## src/hdl/rssi_pkg.sv

```systemverilog
// Purpose: Shared constants and types for the dual-range signal-strength conversion control.
// Assumes: Byte-wide register port; multi-byte registers hold the high byte at the even address.
// Notes:   Index order for per-channel tables is [channel][range], range 0 fine and 1 coarse.
package rssi_pkg;

	localparam logic [7:0] ADDR_RESULT_CH1  = 8'h68;
	localparam logic [7:0] ADDR_RESULT_CH2  = 8'h6A;
	localparam logic [7:0] ADDR_RANGE_FLAGS = 8'h6F;
	localparam logic [7:0] ADDR_OVERRIDE    = 8'h8D;
	localparam logic [7:0] ADDR_SHIFT_CH1   = 8'h8E;
	localparam logic [7:0] ADDR_SHIFT_CH2   = 8'h8F;

	// Base (even) byte addresses, [channel][range].
	localparam logic [1:0][1:0][7:0] ADDR_GAIN   = {8'h98, 8'h9A, 8'h9C, 8'h9E};
	localparam logic [1:0][1:0][7:0] ADDR_OFFSET = {8'hA8, 8'hAA, 8'hAC, 8'hAE};
	localparam logic [1:0][1:0][7:0] ADDR_XOVER  = {8'h94, 8'h96, 8'hA4, 8'hA6};

	// Field positions in the override register: bit a, bit b and crossover enable per channel.
	localparam int unsigned OVR_A_POS   = 0;
	localparam int unsigned OVR_B_POS   = 1;
	localparam int unsigned OVR_STRIDE  = 2;
	localparam int unsigned XOVER_EN_POS = 4;

	localparam logic [7:0]  OVERRIDE_RST     = 8'h00;
	localparam logic [2:0]  SHIFT_RST        = 3'h0;
	localparam logic [15:0] GAIN_RST         = 16'h8000;
	localparam logic [15:0] OFFSET_RST       = 16'h0000;
	localparam logic [15:0] XOVER_FINE_RST   = 16'hFFFF;
	localparam logic [15:0] XOVER_COARSE_RST = 16'h0000;
	localparam logic [15:0] RESULT_RST       = 16'h0000;
	localparam logic [7:0]  UNMAPPED_READ    = 8'h00;

	// Hysteresis limits indexed by shift count, element 0 at the right.
	localparam logic [7:0][15:0] HYST_FINE_MAX = {
		16'h01FF, 16'h03FF, 16'h07FF, 16'h0FFF, 16'h1FFF, 16'h3FFE, 16'h7FFC, 16'hFFF8};
	localparam logic [7:0][15:0] HYST_COARSE_MIN = {
		16'h01E0, 16'h03C0, 16'h0780, 16'h0F00, 16'h1E00, 16'h3C00, 16'h7800, 16'hF000};

	typedef enum logic [1:0] {MODE_DUAL, MODE_FINE_ONLY, MODE_FORCE_COARSE, MODE_FORCE_FINE} range_mode_e;

	typedef enum logic [1:0] {ST_IDLE, ST_FINE, ST_COARSE} seq_e;

	typedef struct packed {
		logic        chan;
		logic        coarse;
		logic [15:0] gain;
		logic [15:0] offset;
	} adc_cmd_s;

	typedef struct packed {
		logic        chan;
		logic        coarse;
		logic [15:0] value;
	} meas_s;

	typedef struct packed {
		logic [7:0]             override;
		logic [1:0][2:0]        shift;
		logic [1:0][1:0][15:0]  gain;
		logic [1:0][1:0][15:0]  offset;
		logic [1:0][1:0][15:0]  xover;
	} cfg_s;

endpackage

```

## src/hdl/rssi_result_shaper.sv

```systemverilog
// Purpose: Range decision, coarse floor and right-shift for one channel's raw conversion.
// Assumes: Raw result is already gain and offset corrected by the converter.
// Notes:   Purely combinational; one copy per channel.
module rssi_result_shaper
	import rssi_pkg::*;
(
	input  wire logic [15:0] raw_i,
	input  wire logic        coarse_i,
	input  wire logic [2:0]  shift_i,
	input  wire logic        xover_en_i,
	input  wire logic [15:0] fine_xover_i,
	input  wire logic [15:0] coarse_xover_i,
	output logic             too_large_o,
	output logic [15:0]      value_o
);
	logic [15:0] fine_limit;
	logic [15:0] coarse_floor;
	logic [15:0] floored;

	always_comb
	begin
		// Limits come from the crossover registers or from the shift-indexed hysteresis table.
		fine_limit   = xover_en_i ? fine_xover_i : HYST_FINE_MAX[shift_i];
		coarse_floor = xover_en_i ? coarse_xover_i : HYST_COARSE_MIN[shift_i];
		too_large_o  = raw_i > fine_limit;
		floored      = (coarse_i && raw_i < coarse_floor) ? coarse_floor : raw_i;
		value_o      = floored >> shift_i;
	end
endmodule

```

## src/hdl/rssi_dual_range_adc_control.sv

```systemverilog
// Purpose: Sequences fine and coarse conversions for two signal-strength channels and holds their registers.
// Assumes: The shared converter answers each request with one adc_done_i pulse carrying adc_raw_i.
// Notes:   Slice starts that arrive while a slice is in progress are ignored.
//Contract
//- Each channel has its own 3-bit right-shift count in configuration.
//- Results are shifted zero to seven places before alarm compare and storage.
//- The shift applies equally during calibration setup; there is no bypass.
//- Both override bits reset to zero, so dual-range operation is the default.
//- Override bits a=0, b=1 disable dual-range operation for that channel.
//- Both override bits of each channel sit in one writable register.
//- Override bits can force every conversion into fine or coarse mode.
//- Every slice starts with a fine conversion using fine settings; forced-coarse slices here start with a coarse one.
//- A fine result too large triggers a coarse conversion, reported instead.
//- Coarse conversions use the same shift but separate gain and offset.
//- Fine and coarse results land in the same measurement register pair.
//- A range indicator bit shows which range produced the stored result.
//- With crossover enabled, fine crossover sets the largest unshifted fine result.
//- With crossover enabled, coarse crossover sets the smallest unshifted coarse result.
//- Crossover mode gives independent shift, gain and offset per range; here the shift is one per channel, shared by both ranges.
//- Crossover disabled uses hysteresis thresholds depending only on shift count.
//- Crossover disabled auto-selects the finer range, fine scale being coarse over 2^n.
//- Hysteresis limits for shifts 0 to 3: FFF8/F000, 7FFC/7800, 3FFE/3C00, 1FFF/1E00.
//- Hysteresis limits for shifts 4 to 7: 0FFF/0F00 down to 01FF/01E0.
module rssi_dual_range_adc_control
	import rssi_pkg::*;
(
	input  wire logic              sys_clk_i,
	input  wire logic              reset_i,
	input  wire logic [7:0]        reg_addr_i,
	input  wire logic              reg_wr_i,
	input  wire logic              reg_rd_i,
	input  wire logic [7:0]        reg_wdata_i,
	output logic      [7:0]        reg_rdata_o,
	input  wire logic              slice_start_i,
	input  wire logic              slice_chan_i,
	output logic                   adc_req_o,
	output rssi_pkg::adc_cmd_s     adc_cmd_o,
	input  wire logic              adc_done_i,
	input  wire logic [15:0]       adc_raw_i,
	output logic                   meas_valid_o,
	output rssi_pkg::meas_s        meas_o,
	output logic                   busy_o
);
	import rssi_pkg::*;

	typedef struct packed {
		seq_e             st;
		cfg_s             cfg;
		logic             req;
		adc_cmd_s         cmd;
		logic [1:0][15:0] result;
		logic [1:0]       range_ind;
		logic [7:0]       rdata;
		logic             mvalid;
		meas_s            meas;
		logic             busy;
	} state_s;

	state_s q;
	state_s d;

	logic [1:0]        too_large;
	logic [1:0][15:0]  shaped;
	range_mode_e [1:0] mode;
	range_mode_e       start_mode;
	range_mode_e       cur_mode;
	logic [7:0]        base_addr;
	logic              hi_byte;

	// Decode the two override bits of each channel into a range mode.
	always_comb
	begin
		for (int c = 0; c < 2; c++)
		begin
			case ({q.cfg.override[c * OVR_STRIDE + OVR_A_POS], q.cfg.override[c * OVR_STRIDE + OVR_B_POS]})
				2'b00: mode[c] = MODE_DUAL;
				2'b01: mode[c] = MODE_FINE_ONLY;
				2'b10: mode[c] = MODE_FORCE_COARSE;
				2'b11: mode[c] = MODE_FORCE_FINE;
				default: mode[c] = MODE_DUAL;
			endcase
		end
		start_mode = mode[slice_chan_i];
		cur_mode   = mode[q.cmd.chan];
	end

	// One shaper per channel keeps each channel's limits and shift independent.
	genvar g;
	generate
		for (g = 0; g < 2; g++)
		begin : g_shape
			rssi_result_shaper u_shaper (
				.raw_i          (adc_raw_i),
				.coarse_i       (q.cmd.coarse),
				.shift_i        (q.cfg.shift[g]),
				.xover_en_i     (q.cfg.override[XOVER_EN_POS + g]),
				.fine_xover_i   (q.cfg.xover[g][0]),
				.coarse_xover_i (q.cfg.xover[g][1]),
				.too_large_o    (too_large[g]),
				.value_o        (shaped[g])
			);
		end
	endgenerate

	always_comb
	begin
		d         = q;
		d.req     = 1'b0;
		d.mvalid  = 1'b0;
		base_addr = {reg_addr_i[7:1], 1'b0};
		hi_byte   = ~reg_addr_i[0];

		// Register writes; the high byte of a 16-bit register sits at the even address.
		if (reg_wr_i)
		begin
			if (reg_addr_i == ADDR_OVERRIDE)
				d.cfg.override = reg_wdata_i;
			if (reg_addr_i == ADDR_SHIFT_CH1)
				d.cfg.shift[0] = reg_wdata_i[2:0];
			if (reg_addr_i == ADDR_SHIFT_CH2)
				d.cfg.shift[1] = reg_wdata_i[2:0];
			for (int c = 0; c < 2; c++)
			begin
				for (int r = 0; r < 2; r++)
				begin
					if (base_addr == ADDR_GAIN[c][r])
					begin
						if (hi_byte)
							d.cfg.gain[c][r][15:8] = reg_wdata_i;
						else
							d.cfg.gain[c][r][7:0] = reg_wdata_i;
					end
					if (base_addr == ADDR_OFFSET[c][r])
					begin
						if (hi_byte)
							d.cfg.offset[c][r][15:8] = reg_wdata_i;
						else
							d.cfg.offset[c][r][7:0] = reg_wdata_i;
					end
					if (base_addr == ADDR_XOVER[c][r])
					begin
						if (hi_byte)
							d.cfg.xover[c][r][15:8] = reg_wdata_i;
						else
							d.cfg.xover[c][r][7:0] = reg_wdata_i;
					end
				end
			end
		end

		// Register reads answer one edge later and hold until the next read.
		if (reg_rd_i)
		begin
			d.rdata = UNMAPPED_READ;
			if (base_addr == ADDR_RESULT_CH1)
				d.rdata = hi_byte ? q.result[0][15:8] : q.result[0][7:0];
			if (base_addr == ADDR_RESULT_CH2)
				d.rdata = hi_byte ? q.result[1][15:8] : q.result[1][7:0];
			if (reg_addr_i == ADDR_RANGE_FLAGS)
				d.rdata = {6'h00, q.range_ind};
			if (reg_addr_i == ADDR_OVERRIDE)
				d.rdata = q.cfg.override;
			if (reg_addr_i == ADDR_SHIFT_CH1)
				d.rdata = {5'h00, q.cfg.shift[0]};
			if (reg_addr_i == ADDR_SHIFT_CH2)
				d.rdata = {5'h00, q.cfg.shift[1]};
			for (int c = 0; c < 2; c++)
			begin
				for (int r = 0; r < 2; r++)
				begin
					if (base_addr == ADDR_GAIN[c][r])
						d.rdata = hi_byte ? q.cfg.gain[c][r][15:8] : q.cfg.gain[c][r][7:0];
					if (base_addr == ADDR_OFFSET[c][r])
						d.rdata = hi_byte ? q.cfg.offset[c][r][15:8] : q.cfg.offset[c][r][7:0];
					if (base_addr == ADDR_XOVER[c][r])
						d.rdata = hi_byte ? q.cfg.xover[c][r][15:8] : q.cfg.xover[c][r][7:0];
				end
			end
		end

		case (q.st)
			ST_IDLE:
			begin
				if (slice_start_i)
				begin
					d.req       = 1'b1;
					d.cmd.chan  = slice_chan_i;
					if (start_mode == MODE_FORCE_COARSE)
					begin
						d.st         = ST_COARSE;
						d.cmd.coarse = 1'b1;
						d.cmd.gain   = q.cfg.gain[slice_chan_i][1];
						d.cmd.offset = q.cfg.offset[slice_chan_i][1];
					end
					else
					begin
						d.st         = ST_FINE;
						d.cmd.coarse = 1'b0;
						d.cmd.gain   = q.cfg.gain[slice_chan_i][0];
						d.cmd.offset = q.cfg.offset[slice_chan_i][0];
					end
				end
			end
			ST_FINE:
			begin
				if (adc_done_i)
				begin
					// Only dual-range operation may fall back; forced or disabled modes keep the fine answer.
					if (cur_mode == MODE_DUAL && too_large[q.cmd.chan])
					begin
						d.st         = ST_COARSE;
						d.req        = 1'b1;
						d.cmd.coarse = 1'b1;
						d.cmd.gain   = q.cfg.gain[q.cmd.chan][1];
						d.cmd.offset = q.cfg.offset[q.cmd.chan][1];
					end
					else
					begin
						d.st                   = ST_IDLE;
						d.result[q.cmd.chan]    = shaped[q.cmd.chan];
						d.range_ind[q.cmd.chan] = 1'b0;
						d.mvalid               = 1'b1;
						d.meas                 = '{chan: q.cmd.chan, coarse: 1'b0, value: shaped[q.cmd.chan]};
					end
				end
			end
			ST_COARSE:
			begin
				if (adc_done_i)
				begin
					d.st                   = ST_IDLE;
					d.result[q.cmd.chan]    = shaped[q.cmd.chan];
					d.range_ind[q.cmd.chan] = 1'b1;
					d.mvalid               = 1'b1;
					d.meas                 = '{chan: q.cmd.chan, coarse: 1'b1, value: shaped[q.cmd.chan]};
				end
			end
			default:
				d.st = ST_IDLE;
		endcase
		d.busy = (d.st != ST_IDLE);
	end

	always_ff @(posedge sys_clk_i or posedge reset_i)
	begin
		if (reset_i)
		begin
			q.st           <= ST_IDLE;
			q.cfg.override <= OVERRIDE_RST;
			q.cfg.shift    <= {2{SHIFT_RST}};
			q.cfg.gain     <= {4{GAIN_RST}};
			q.cfg.offset   <= {4{OFFSET_RST}};
			q.cfg.xover    <= {2{XOVER_COARSE_RST, XOVER_FINE_RST}};
			q.req          <= 1'b0;
			q.cmd          <= '0;
			q.result       <= {2{RESULT_RST}};
			q.range_ind    <= 2'b00;
			q.rdata        <= UNMAPPED_READ;
			q.mvalid       <= 1'b0;
			q.meas         <= '0;
			q.busy         <= 1'b0;
		end
		else
		begin
			q <= d;
		end
	end

	assign reg_rdata_o  = q.rdata;
	assign adc_req_o    = q.req;
	assign adc_cmd_o    = q.cmd;
	assign meas_valid_o = q.mvalid;
	assign meas_o       = q.meas;
	assign busy_o       = q.busy;
endmodule

```

## config.mk

```make
export PLATFORM = sky130hd
export DESIGN_NAME = rssi_dual_range_adc_control
export DESIGN_NICKNAME = d
export VERILOG_FILES = /design/src/hdl/rssi_pkg.sv /design/src/hdl/rssi_result_shaper.sv /design/src/hdl/rssi_dual_range_adc_control.sv
export SDC_FILE = /design/constraint.sdc
export NUM_CORES = 1
export LEC_CHECK = 0
export BUFFER_PORTS_ARGS = -buffer_cell sky130_fd_sc_hd__buf_2
export CAP_MARGIN = 20
export CORE_MARGIN = 10
export CORE_UTILIZATION = 50
export DETAILED_ROUTE_END_ITERATION = 7
export PLACE_DENSITY = 0.66
export REMOVE_ABC_BUFFERS = 1
export SLEW_MARGIN = 20
export SYNTH_ARGS = -nofsm -noshare
export SYNTH_HDL_FRONTEND = slang
export SYNTH_HIERARCHICAL = 1
export SYNTH_SLANG_ARGS = --single-unit
```

## constraint.sdc

```tcl
create_clock -name sys_clk_i -period 17.83 [get_ports sys_clk_i]
set_input_delay 0 -clock sys_clk_i [delete_from_list [all_inputs] [get_ports sys_clk_i]]
set_output_delay 0 -clock sys_clk_i [all_outputs]
set_load 0.01 [all_outputs]
```

Word-level counts from Yosys, hierarchy flattened
Memory sizes are Yosys's and may differ from the RTL's.
Index checks and enable logic that the tools add are counted.
- register bits: 305
- memory bits (read-only): 512
- bits of input ports: 39
- output and inout port bits: 63
- logic and storage cells: 220
- memories kept: 4
- order comparisons: 9
- equality and inequality tests: 32
- shift-type cells: 2
- mux-type cells: 86
- bitwise operators: 4
- reductions and logical operators: 41
- memory list (name ; depth ; bits a word ; rd ports ; clocked after memory_dff ; write ports ; line ; text):
    (name not given) ; 8 ; 16 ; 1 ; 0 ; 0 ; rssi_result_shaper.sv:23 ; fine_limit = xover_en_i ? fine_xover_i : HYST_FINE_MAX[shift_i];
    (name not given) ; 8 ; 16 ; 1 ; 0 ; 0 ; rssi_result_shaper.sv:24 ; coarse_floor = xover_en_i ? coarse_xover_i : HYST_COARSE_MIN[shift_i];
    (name not given) ; 8 ; 16 ; 1 ; 0 ; 0 ; rssi_result_shaper.sv:23 ;
    (name not given) ; 8 ; 16 ; 1 ; 0 ; 0 ; rssi_result_shaper.sv:24 ;
- operator list (kind ; count):
    32-bit 2-to-1 mux ; 8
    8-bit 2-to-1 mux ; 32
    16-bit 2-to-1 mux ; 13
    7-bit == test (second input constant) ; 12
    3-bit AND reduction ; 24
    34-bit 2-to-1 mux ; 2
    34-bit one-hot mux with 2 select lines ; 1
    67-bit 2-to-1 mux ; 1
    33-bit 2-to-1 mux ; 2
    33-bit one-hot mux with 2 select lines ; 1
    19-bit 2-to-1 mux ; 3
    19-bit one-hot mux with 2 select lines ; 1
    35-bit 2-to-1 mux ; 1
    32-bit bitwise mux ; 1
    16-bit greater-than comparator ; 2
    16-bit < comparator ; 2
    16-bit by 3-bit >> shifter with 16-bit output ; 2
    8-bit == test (second input constant) ; 3
    2-bit 2-to-1 mux ; 9
    16-bit demux with 1-bit select ; 1
    2-bit one-hot mux with 4 select lines ; 2
    7-bit by 6-bit == test with 1-bit output (second input constant) ; 2
    2-bit == test (second input constant) ; 6
    2-bit != test (second input constant) ; 5
    18 further kinds ; 38

Depth between registers and ports, before layout
Gate-level depths: netlist of run 1.
- depth in word-level cells: 19
- mapped depth: 23
- mapped depth without buffers: 18

Cells and area by module
Netlist of run 1, hierarchy kept.
- modules (own cells, without submodules) (module ; instances ; cells an instance ; area each (um^2) ; sequential area each (um^2)):
    rssi_dual_range_adc_control ; 1 ; 1391 ; 16607.2 ; 7677.4
    rssi_result_shaper at g_shape[0].u_shaper ; 1 ; 267 ; 1970.6 ; 0.0
    rssi_result_shaper at g_shape[1].u_shaper ; 1 ; 232 ; 1808.0 ; 0.0

Worst setup path before layout of run 1
Ideal clock, no wire load.
- kind: register to register
- start: register q[290] (netlist name)
- end: register (tool-made name)
- setup time: 0.125 ns
- arrival time: 4.562 ns
- required time: 17.705 ns
- setup slack: 13.144 ns
- cell stages (with the launch flop): 23
- buffers on the path: 4
- clock period less this slack: 4.686 ns
- cells stage by stage: dfrtp_1 -> clkbuf_1 -> inv_1 -> clkbuf_1 -> buf_1 -> ha_1 -> nor2b_1 -> o21bai_1 -> ha_1 -> nor2b_1 -> o21a_1 -> o21a_1 -> o21a_1 -> o21ai_0 -> a211oi_1 -> o32a_1 -> nor4b_1 -> a31oi_1 -> and2_1 -> o21ai_2 -> nor2_2 -> buf_2 -> mux2_2
- RTL lines (item ; line ; text):
    from (decl) ; rssi_dual_range_adc_control.sv:59 ; state_s q;

Worst setup path after layout of run 1
- start: register q[291] (netlist name)
- end: register q[38] (netlist name)
- elaborated cells on any way between the ends: 23
- those cells by class: order compare (2); eq/ne (1); shift (1); mux (14); reduce/logical (3); memory (2)
- RTL lines (item ; line ; text):
    memory read 8 x 16 bit ; -- ;
    16-bit 2-to-1 mux (not written as such) ; rssi_result_shaper.sv:23 ;
    16-bit 2-to-1 mux ; rssi_result_shaper.sv:23 ;
    16-bit greater-than comparator ; rssi_result_shaper.sv:25 ; too_large_o = raw_i > fine_limit;
    net too_large[0] ; rssi_dual_range_adc_control.sv:62 ; logic [1:0] too_large;
    1-bit 2-to-1 mux (not written as such) (2 in a row) ; rssi_dual_range_adc_control.sv:209 ; if (cur_mode == MODE_DUAL && too_large[q.cmd.chan])
    1-bit logical AND ; rssi_dual_range_adc_control.sv:209 ;
    2-bit != test (no source line) ; -- ;
    4-bit AND reduction (no source line) ; -- ;
The timed path passes the listed nets, and every way through them passes these cells. The select of a mux whose other input is x is not followed.
A chain may end at the register's enable or synchronous reset.

==> flow_metrics.tcl, run 1 <==
set metrics [dict create \
    use_met2 0.3982 \
    die_h_um 221.9 \
    cp-startpoint "q[291]" \
    gp_congestion 0.9738 \
    dp_hpwl_mm 47.45 \
    gr-usage-met1 0.3573 \
    cts_buffer_depth 3 \
    grtUsageMet3 0.05602 \
    cp.arrival_ns 6.01 \
    drv_cap 0 \
    post_cts_resized 0 \
    worstSetupPathType "flop to flop" \
    synth.distinct_cells 85 \
    layout.nets 1971 \
    grt_use_total 0.2600 \
    outcome "complete, no violations" \
    vias_per_cell 6.469 \
    leakagePower_nw 10.08 \
    r2r_cells 18 \
    syn2layout_area_growth_pct 7.236 \
    fp.dieArea_sq_um 49250 \
    rsz0062_at_grt "false" \
    r2r_end "q[38]" \
    antenna_found_initial 3 \
    drtAntennaViolNets 0 \
    core_area_sq_um 40010 \
    grt_first_pass_wirelength_mm 99.33 \
    drt_wl_total_mm 66.42 \
    clock_sinks 305 \
    cts_tree "done" \
    grt.busiest_layer "met2" \
    end_kind "flop" \
    vias 15610 \
    grt_max_degree 183 \
    r2r-start "q[291]" \
    cts-root-buf "clkbuf_16" \
    port_buffers 101 \
    clock.fmax_mhz 178.7 \
    synth_area_sq_um 20390 \
    clk_pin_slew_ns 0.06 \
    start_kind "flop" \
    multi_input_area_sq_um 11440 \
    final_cell_area_sq_um 21860 \
    critPathCapture "q[38]" \
    drc 0 \
    io_pins 102 \
    r2r_slack_ns 12.23 \
    hp-class "input port to flop" \
    final-seq-area_sq_um 7681 \
    finalHoldViolCount 0 \
    nFillCells 3509 \
    finalSetupViolCount 0 \
    holdWs_ns 0.1058 \
    drt_iter0_drc 1545 \
    n_antenna_cell 0 \
    wire_per_inst_um 27.52 \
    fin_crit_sh 0.3139 \
    clock_latency_ns 0.54 \
    avgSynthCellArea_sq_um 10.79 \
    worst_pin_slew_ns 1.058 \
    drtPass1Iterations 6 \
    async_flop_share 1.000 \
    synth_top_area_frac 0.3302 \
    maxSlewViolCount 0 \
    period_minus_slack_ns 5.597 \
    grt_overflow_total 0 \
    grt_pass1_vias 15430 \
    ir_drop_v 0.00007326 \
    start_util 0.5096 \
    synth_warnings 6 \
    htree_levels 2 \
    core.rowCount 73 \
    synth-seq-cells 305 \
    netlist_instances 1890 \
    seq_area_frac_synth 0.3766 \
    cts_buffers 34 \
    yosysTopAreaCell "dfrtp_1" \
    critPathMaxFanout 24 \
    synth_area_leaders "dfrtp_1, mux2_2, mux2i_1" \
    pwr_density_cell_nw_per_um2 111.0 \
    cts_setup_buffers 0 \
    place_area_sq_um 20630 \
    synth-main-ff-cell "dfrtp_1" \
    drive_above_1_share 0.3125 \
    synth_edf_count 0 \
    finalSetupTns_ns 0 \
    fin_skew_ns 0.01884 \
    worstPathRequired_ns 18.25 \
    timing.slew.headroom 0.2911 \
    die_w_um 221.9 \
]
==> area by class of cell <==
type	count	share of cell area
clock buffer	53	0.04785
sequential	305	0.3514
timing repair buffer	121	0.03131
clock inverter	9	0.006639
tap	525	0.03005
inverter	53	0.009444
multi-input combinational	1347	0.5234
==> how the worst min path moves through the flow <==
stage	start	cells after the start	end	slack [ns]
floorplan	reg_rd_i	1	reg_rdata_o[4]	0.09
global placement	reset_i	2	adc_cmd_o[11]	0.22
detailed placement	reset_i	2	adc_cmd_o[11]	0.24
CTS	reg_wdata_i[7]	2	q[272]	0.10
global route	reg_wdata_i[7]	2	q[272]	0.12
finish	reg_wdata_i[7]	2	q[272]	0.11
==> registers in the layout (all words and copies together) (netlist names), named ones only <==
signal and count:
busy_o 1, meas_o 18, reg_rdata_o 8, adc_req_o 1, q 240, meas_valid_o 1, adc_cmd_o 34
==> per-layer routing <==
metal	up-vias	wire (um)
li1	6878	-
met1	7951	28760
met2	651	30140
met3	128	5483
met4	2	2019
met5	-	13
==> cells by family (layout without fill, tap and decap cells) <==
logic type | count (synthesis) | after routing | share of synthesized area
and+or+nand+nor | 416 | 416 | 0.1038
xor gates and xnor gates | 2 | 2 | 0.0008594
adders and majority gates | 70 | 70 | 0.04296
muxes | 490 | 490 | 0.2974
AOI/OAI and AO/OA | 369 | 369 | 0.1151
DFF | 305 | 305 | 0.3766
buffers and inverters | 238 | 236 | 0.06328
==> critical path: stages, from the launching register on <==
cell and delay [ns]:
dfrtp_1 0.83, inv_1 0.47, ha_1 0.32, nor2b_1 0.16, o21bai_1 0.18, ha_1 0.30, nor2b_1 0.13, o21a_1 0.16
o21a_1 0.16, o21a_1 0.15, o21ai_0 0.15, a211oi_1 0.10, o32a_1 0.19, nor4b_1 0.16, a31oi_1 0.27, and2_1 0.26
o21ai_2 0.29, nor2_2 0.76, mux2_2 0.41
==> where the power goes <==
group | total, W | switching [W] | internal, W
clock | 0.000749 | 0.000287 | 0.000462
combinational | 0.000775 | 0.000464 | 0.000311
sequential | 0.000902 | 0.0000902 | 0.000812
==> cell usage after synthesis (10+ instances only) <==
master / number
nor2b_1: 19
clkbuf_1: 57
buf_6: 12
a21oi_1: 154
nor2_1: 125
buf_1: 17
a211oi_1: 13
nor3_1: 14
o21ai_0: 54
mux2_2: 280
ha_1: 70
buf_4: 73
nand3_1: 47
o22ai_1: 11
a31oi_1: 20
dfrtp_1: 269
nand4_1: 27
a2111oi_0: 10
nand2_1: 85
dfstp_2: 36
and2_1: 21
mux4_2: 59
nand2b_1: 11
buf_2: 26
mux2i_1: 144
nor2_2: 10
inv_1: 51
o21a_1: 10
a21o_1: 19
==> repair_timing <==
item | in CTS | in global routing
setup endpoints to repair | 0 | 0
hold buffers | 4 | 0
hold endpoints to repair | 132 | 0
==> through the flow <==
| step | instances | utilization | power [W] | setup slack (ns) |
|---|---|---|---|---|
| after floorplan | 1705 | - | 0.001392 | 9.459 |
| after global placement | 2347 | 0.5157 | 0.001666 | 12.31 |
| after detailed placement | 2347 | 0.5157 | 0.001683 | 12.27 |
| after CTS | 2413 | 0.5464 | 0.002434 | 12.22 |
| after global routing | 2413 | 0.5464 | 0.002544 | 11.71 |
| final | 2413 | 0.5464 | 0.002426 | 12.23 |
==> cells in the final DEF, fill, tap and decap left out, drive strengths merged, types with 23 or more instances in the layout <==
cell    synthesis  routed
mux2          283     283
dfrtp         269     269
clkbuf         57      53
nor2          137     137
dfstp          36      36
mux2i         144     144
nand3          47      47
mux4           63      63
and2           23      23
a21oi         155     155
inv            51      51
ha             70      70
nand4          27      27
o21ai          59      59
buf           128     117
nand2          91      91
Power figures use the tool's default switching activity.
==> run 2, diff against run 1 <==
--- a/config.mk
+++ b/config.mk
@@ -10,7 +10,7 @@
 export CORE_MARGIN = 10
 export CORE_UTILIZATION = 50
 export DETAILED_ROUTE_END_ITERATION = 7
-export PLACE_DENSITY = 0.66
+export PLACE_DENSITY = 0.69
 export REMOVE_ABC_BUFFERS = 1
 export SLEW_MARGIN = 20
 export SYNTH_ARGS = -nofsm -noshare
==> constraint.sdc (replaced) <==
create_clock -name sys_clk_i -period 4.5 [get_ports sys_clk_i]
set_input_delay 0 -clock sys_clk_i [delete_from_list [all_inputs] [get_ports sys_clk_i]]
set_output_delay 0 -clock sys_clk_i [all_outputs]
set_load 0.01 [all_outputs]
==> flow_metrics.tcl, run 2 (synthesis gave the netlist of run 1 again) <==
set metrics [dict create \
    outcome "complete, no violations" \
    grt_max_degree 107 \
    clock_latency_ns 0.56 \
    largest_register_ffs 240 \
    multi_input_area_sq_um 11450 \
    fin_crit_sh 0.9528 \
    cts_buffers 37 \
    period_minus_slack_ns 4.288 \
    grtUsageMet3 0.06433 \
    clk_pin_slew_ns 0.06 \
    nFillCells 3471 \
    clock.fmax_mhz 233.2 \
    dp_hpwl_mm 47.82 \
    crit_buf_inv 2 \
    max_stage_delay_ns 0.47 \
    drv_cap 0 \
    slowest_stage "or3_1" \
    critPathMaxFanout 18 \
    top_register "q" \
    cts_buffer_depth 3 \
    die_h_um 221.9 \
    dpl_worst_slack_ns 0.1740 \
    start_kind "flop" \
    timing.slew.headroom 0.2451 \
    core_area_sq_um 40010 \
    vias 15732 \
    htree_levels 2 \
    use_met2 0.4047 \
    io_pins 102 \
    wire_per_inst_um 26.90 \
    grt_pass1_vias 15850 \
    worst_pin_slew_ns 1.117 \
    pwr_density_cell_nw_per_um2 433.5 \
    die_w_um 221.9 \
    mostFrequentLayoutCell "mux2_2" \
    drive_above_1_share 0.3295 \
    syn2layout_area_growth_pct 8.838 \
    grt_overflow_total 0 \
    layout_common_cells "mux2_2, dfrtp_1, a21oi_1, mux2i_1, nor2_1" \
    gp_congestion 1.003 \
    drc 0 \
    clock_sinks 305 \
    n_antenna_cell 0 \
    drt_wl_total_mm 66.12 \
    drtAntennaViolNets 0 \
    grt_use_total 0.2601 \
    place_area_sq_um 20960 \
    cp.arrival_ns 4.76 \
    finalSetupViolCount 0 \
    grt.busiest_layer "met2" \
    final_cell_area_sq_um 22190 \
    gr-usage-met1 0.3483 \
    maxSlewViolCount 0 \
    cp_common_cell "buf_4" \
    port_buffers 101 \
    fp.dieArea_sq_um 49250 \
    start_util 0.5096 \
    layout.nets 2015 \
    leakagePower_nw 10.27 \
    grt_first_pass_wirelength_mm 99.90 \
    hp-class "input port to flop" \
    rsz0062_at_grt "false" \
    antenna_found_initial 1 \
    end_kind "flop" \
    drt_iter0_drc 1631 \
    cts_setup_buffers 0 \
    vias_per_cell 6.400 \
    setup_ws_ns 0.2124 \
    core.rowCount 73 \
    cp_top_family "compound AO/OA/AOI/OAI gates" \
    cts_tree "done" \
    worstSetupPathType "flop to flop" \
    finalHoldViolCount 0 \
    fin_skew_ns 0.02414 \
    worstPathRequired_ns 4.98 \
    final-seq-area_sq_um 7685 \
    ir_drop_v 0.0003572 \
    drtPass1Iterations 6 \
    cts-root-buf "clkbuf_16" \
    cp_cell_sequence "buf_4 -> or3_1 -> nor2_2 -> a21oi_1 -> ha_1 -> nand4_1 -> a2111o_1 -> and3_1 -> buf_4 -> a21o_1 -> mux4_2 -> a22oi_1 -> mux2_2 -> nand2_1 -> o21ai_0" \
]
==> run 2: cell count changes in the layout (fill, tap and decap cells not counted), sizes merged <==
cell         delta
buf            +40
clkinvlp        +2
clkinv          +1
clkbuf          +4
bufinv          -3
dlygate4sd3     +1
==> run 2: metrics by stage <==
| step | power, W | hold WS, ns | cells | utilization | setup TNS [ns] |
|---|---|---|---|---|---|
| 2_1_floorplan | 0.005515 | 0.08800 | 1705 | - | -1141.14 |
| 3_3_place_gp | 0.006628 | 0.1848 | 2387 | 0.5238 | 0 |
| 3_5_place_dp | 0.006694 | 0.1907 | 2387 | 0.5238 | 0 |
| 4_1_cts | 0.009652 | 0.05488 | 2458 | 0.5544 | 0 |
| 5_1_grt | 0.01012 | 0.08347 | 2458 | 0.5546 | 0 |
| 6_report | 0.009618 | 0.07482 | 2458 | 0.5546 | 0 |
==> run 2: path summary, 6_finish.rpt <==
path | from | end | cells after the start | slack [ns]
max in group asynchronous | reset_i | q[130] | 4 | 3.30
worst max register to register | q[291] | meas_o[0] | 15 | 0.21
min in group asynchronous | reset_i | adc_cmd_o[11] | 3 | 0.15
worst min-delay path | reg_wdata_i[7] | q[288] | 2 | 0.07
worst min register to register | meas_o[2] | meas_o[2] | 2 | 0.47
worst max-delay path | q[291] | meas_o[0] | 15 | 0.21
==> run 2: final cells by class <==
cell class,instances,area share
repair buffers,162,0.04596
well taps,525,0.02961
inverters,53,0.009305
multi-input cells,1347,0.5159
clock inverters,9,0.004060
flip-flops and latches,305,0.3464
clock buffers,57,0.04878
==> run 2: layer usage <==
| layer | vias to the layer above | wire, um | part of all wire |
|---|---|---|---|
| met5 | - | 0 | 0 |
| met4 | 0 | 1947 | 0.029 |
| met3 | 119 | 5702 | 0.086 |
| met2 | 695 | 30220 | 0.46 |
| met1 | 7958 | 28250 | 0.43 |
| li1 | 6960 | - | - |
==> run 2: repair_timing <==
action | CTS | global route
setup endpoints to repair | 0 | 34
resized for setup | 0 | 6
endpoints found under the hold margin | 120 | 0
hold buffers | 5 | 0
==> run 2: worst register-to-register path: cells and delay by family (launching register included) <==
kind | cells | cell delay [ns]
buffers and inverters | 2 | 0.42
AND/OR/NAND/NOR | 5 | 1.17
multiplexers | 2 | 0.69
adder cells (fa/ha/maj) | 1 | 0.38
AO/OA/AOI/OAI | 5 | 1.20
flip-flops | 1 | 0.37
==> run 2: power by group <==
group          switching (W)  leakage (nW)  internal (W)
clock                0.00121         0.568       0.00172
combinational        0.00182          5.74       0.00132
sequential          0.000326          3.96       0.00322
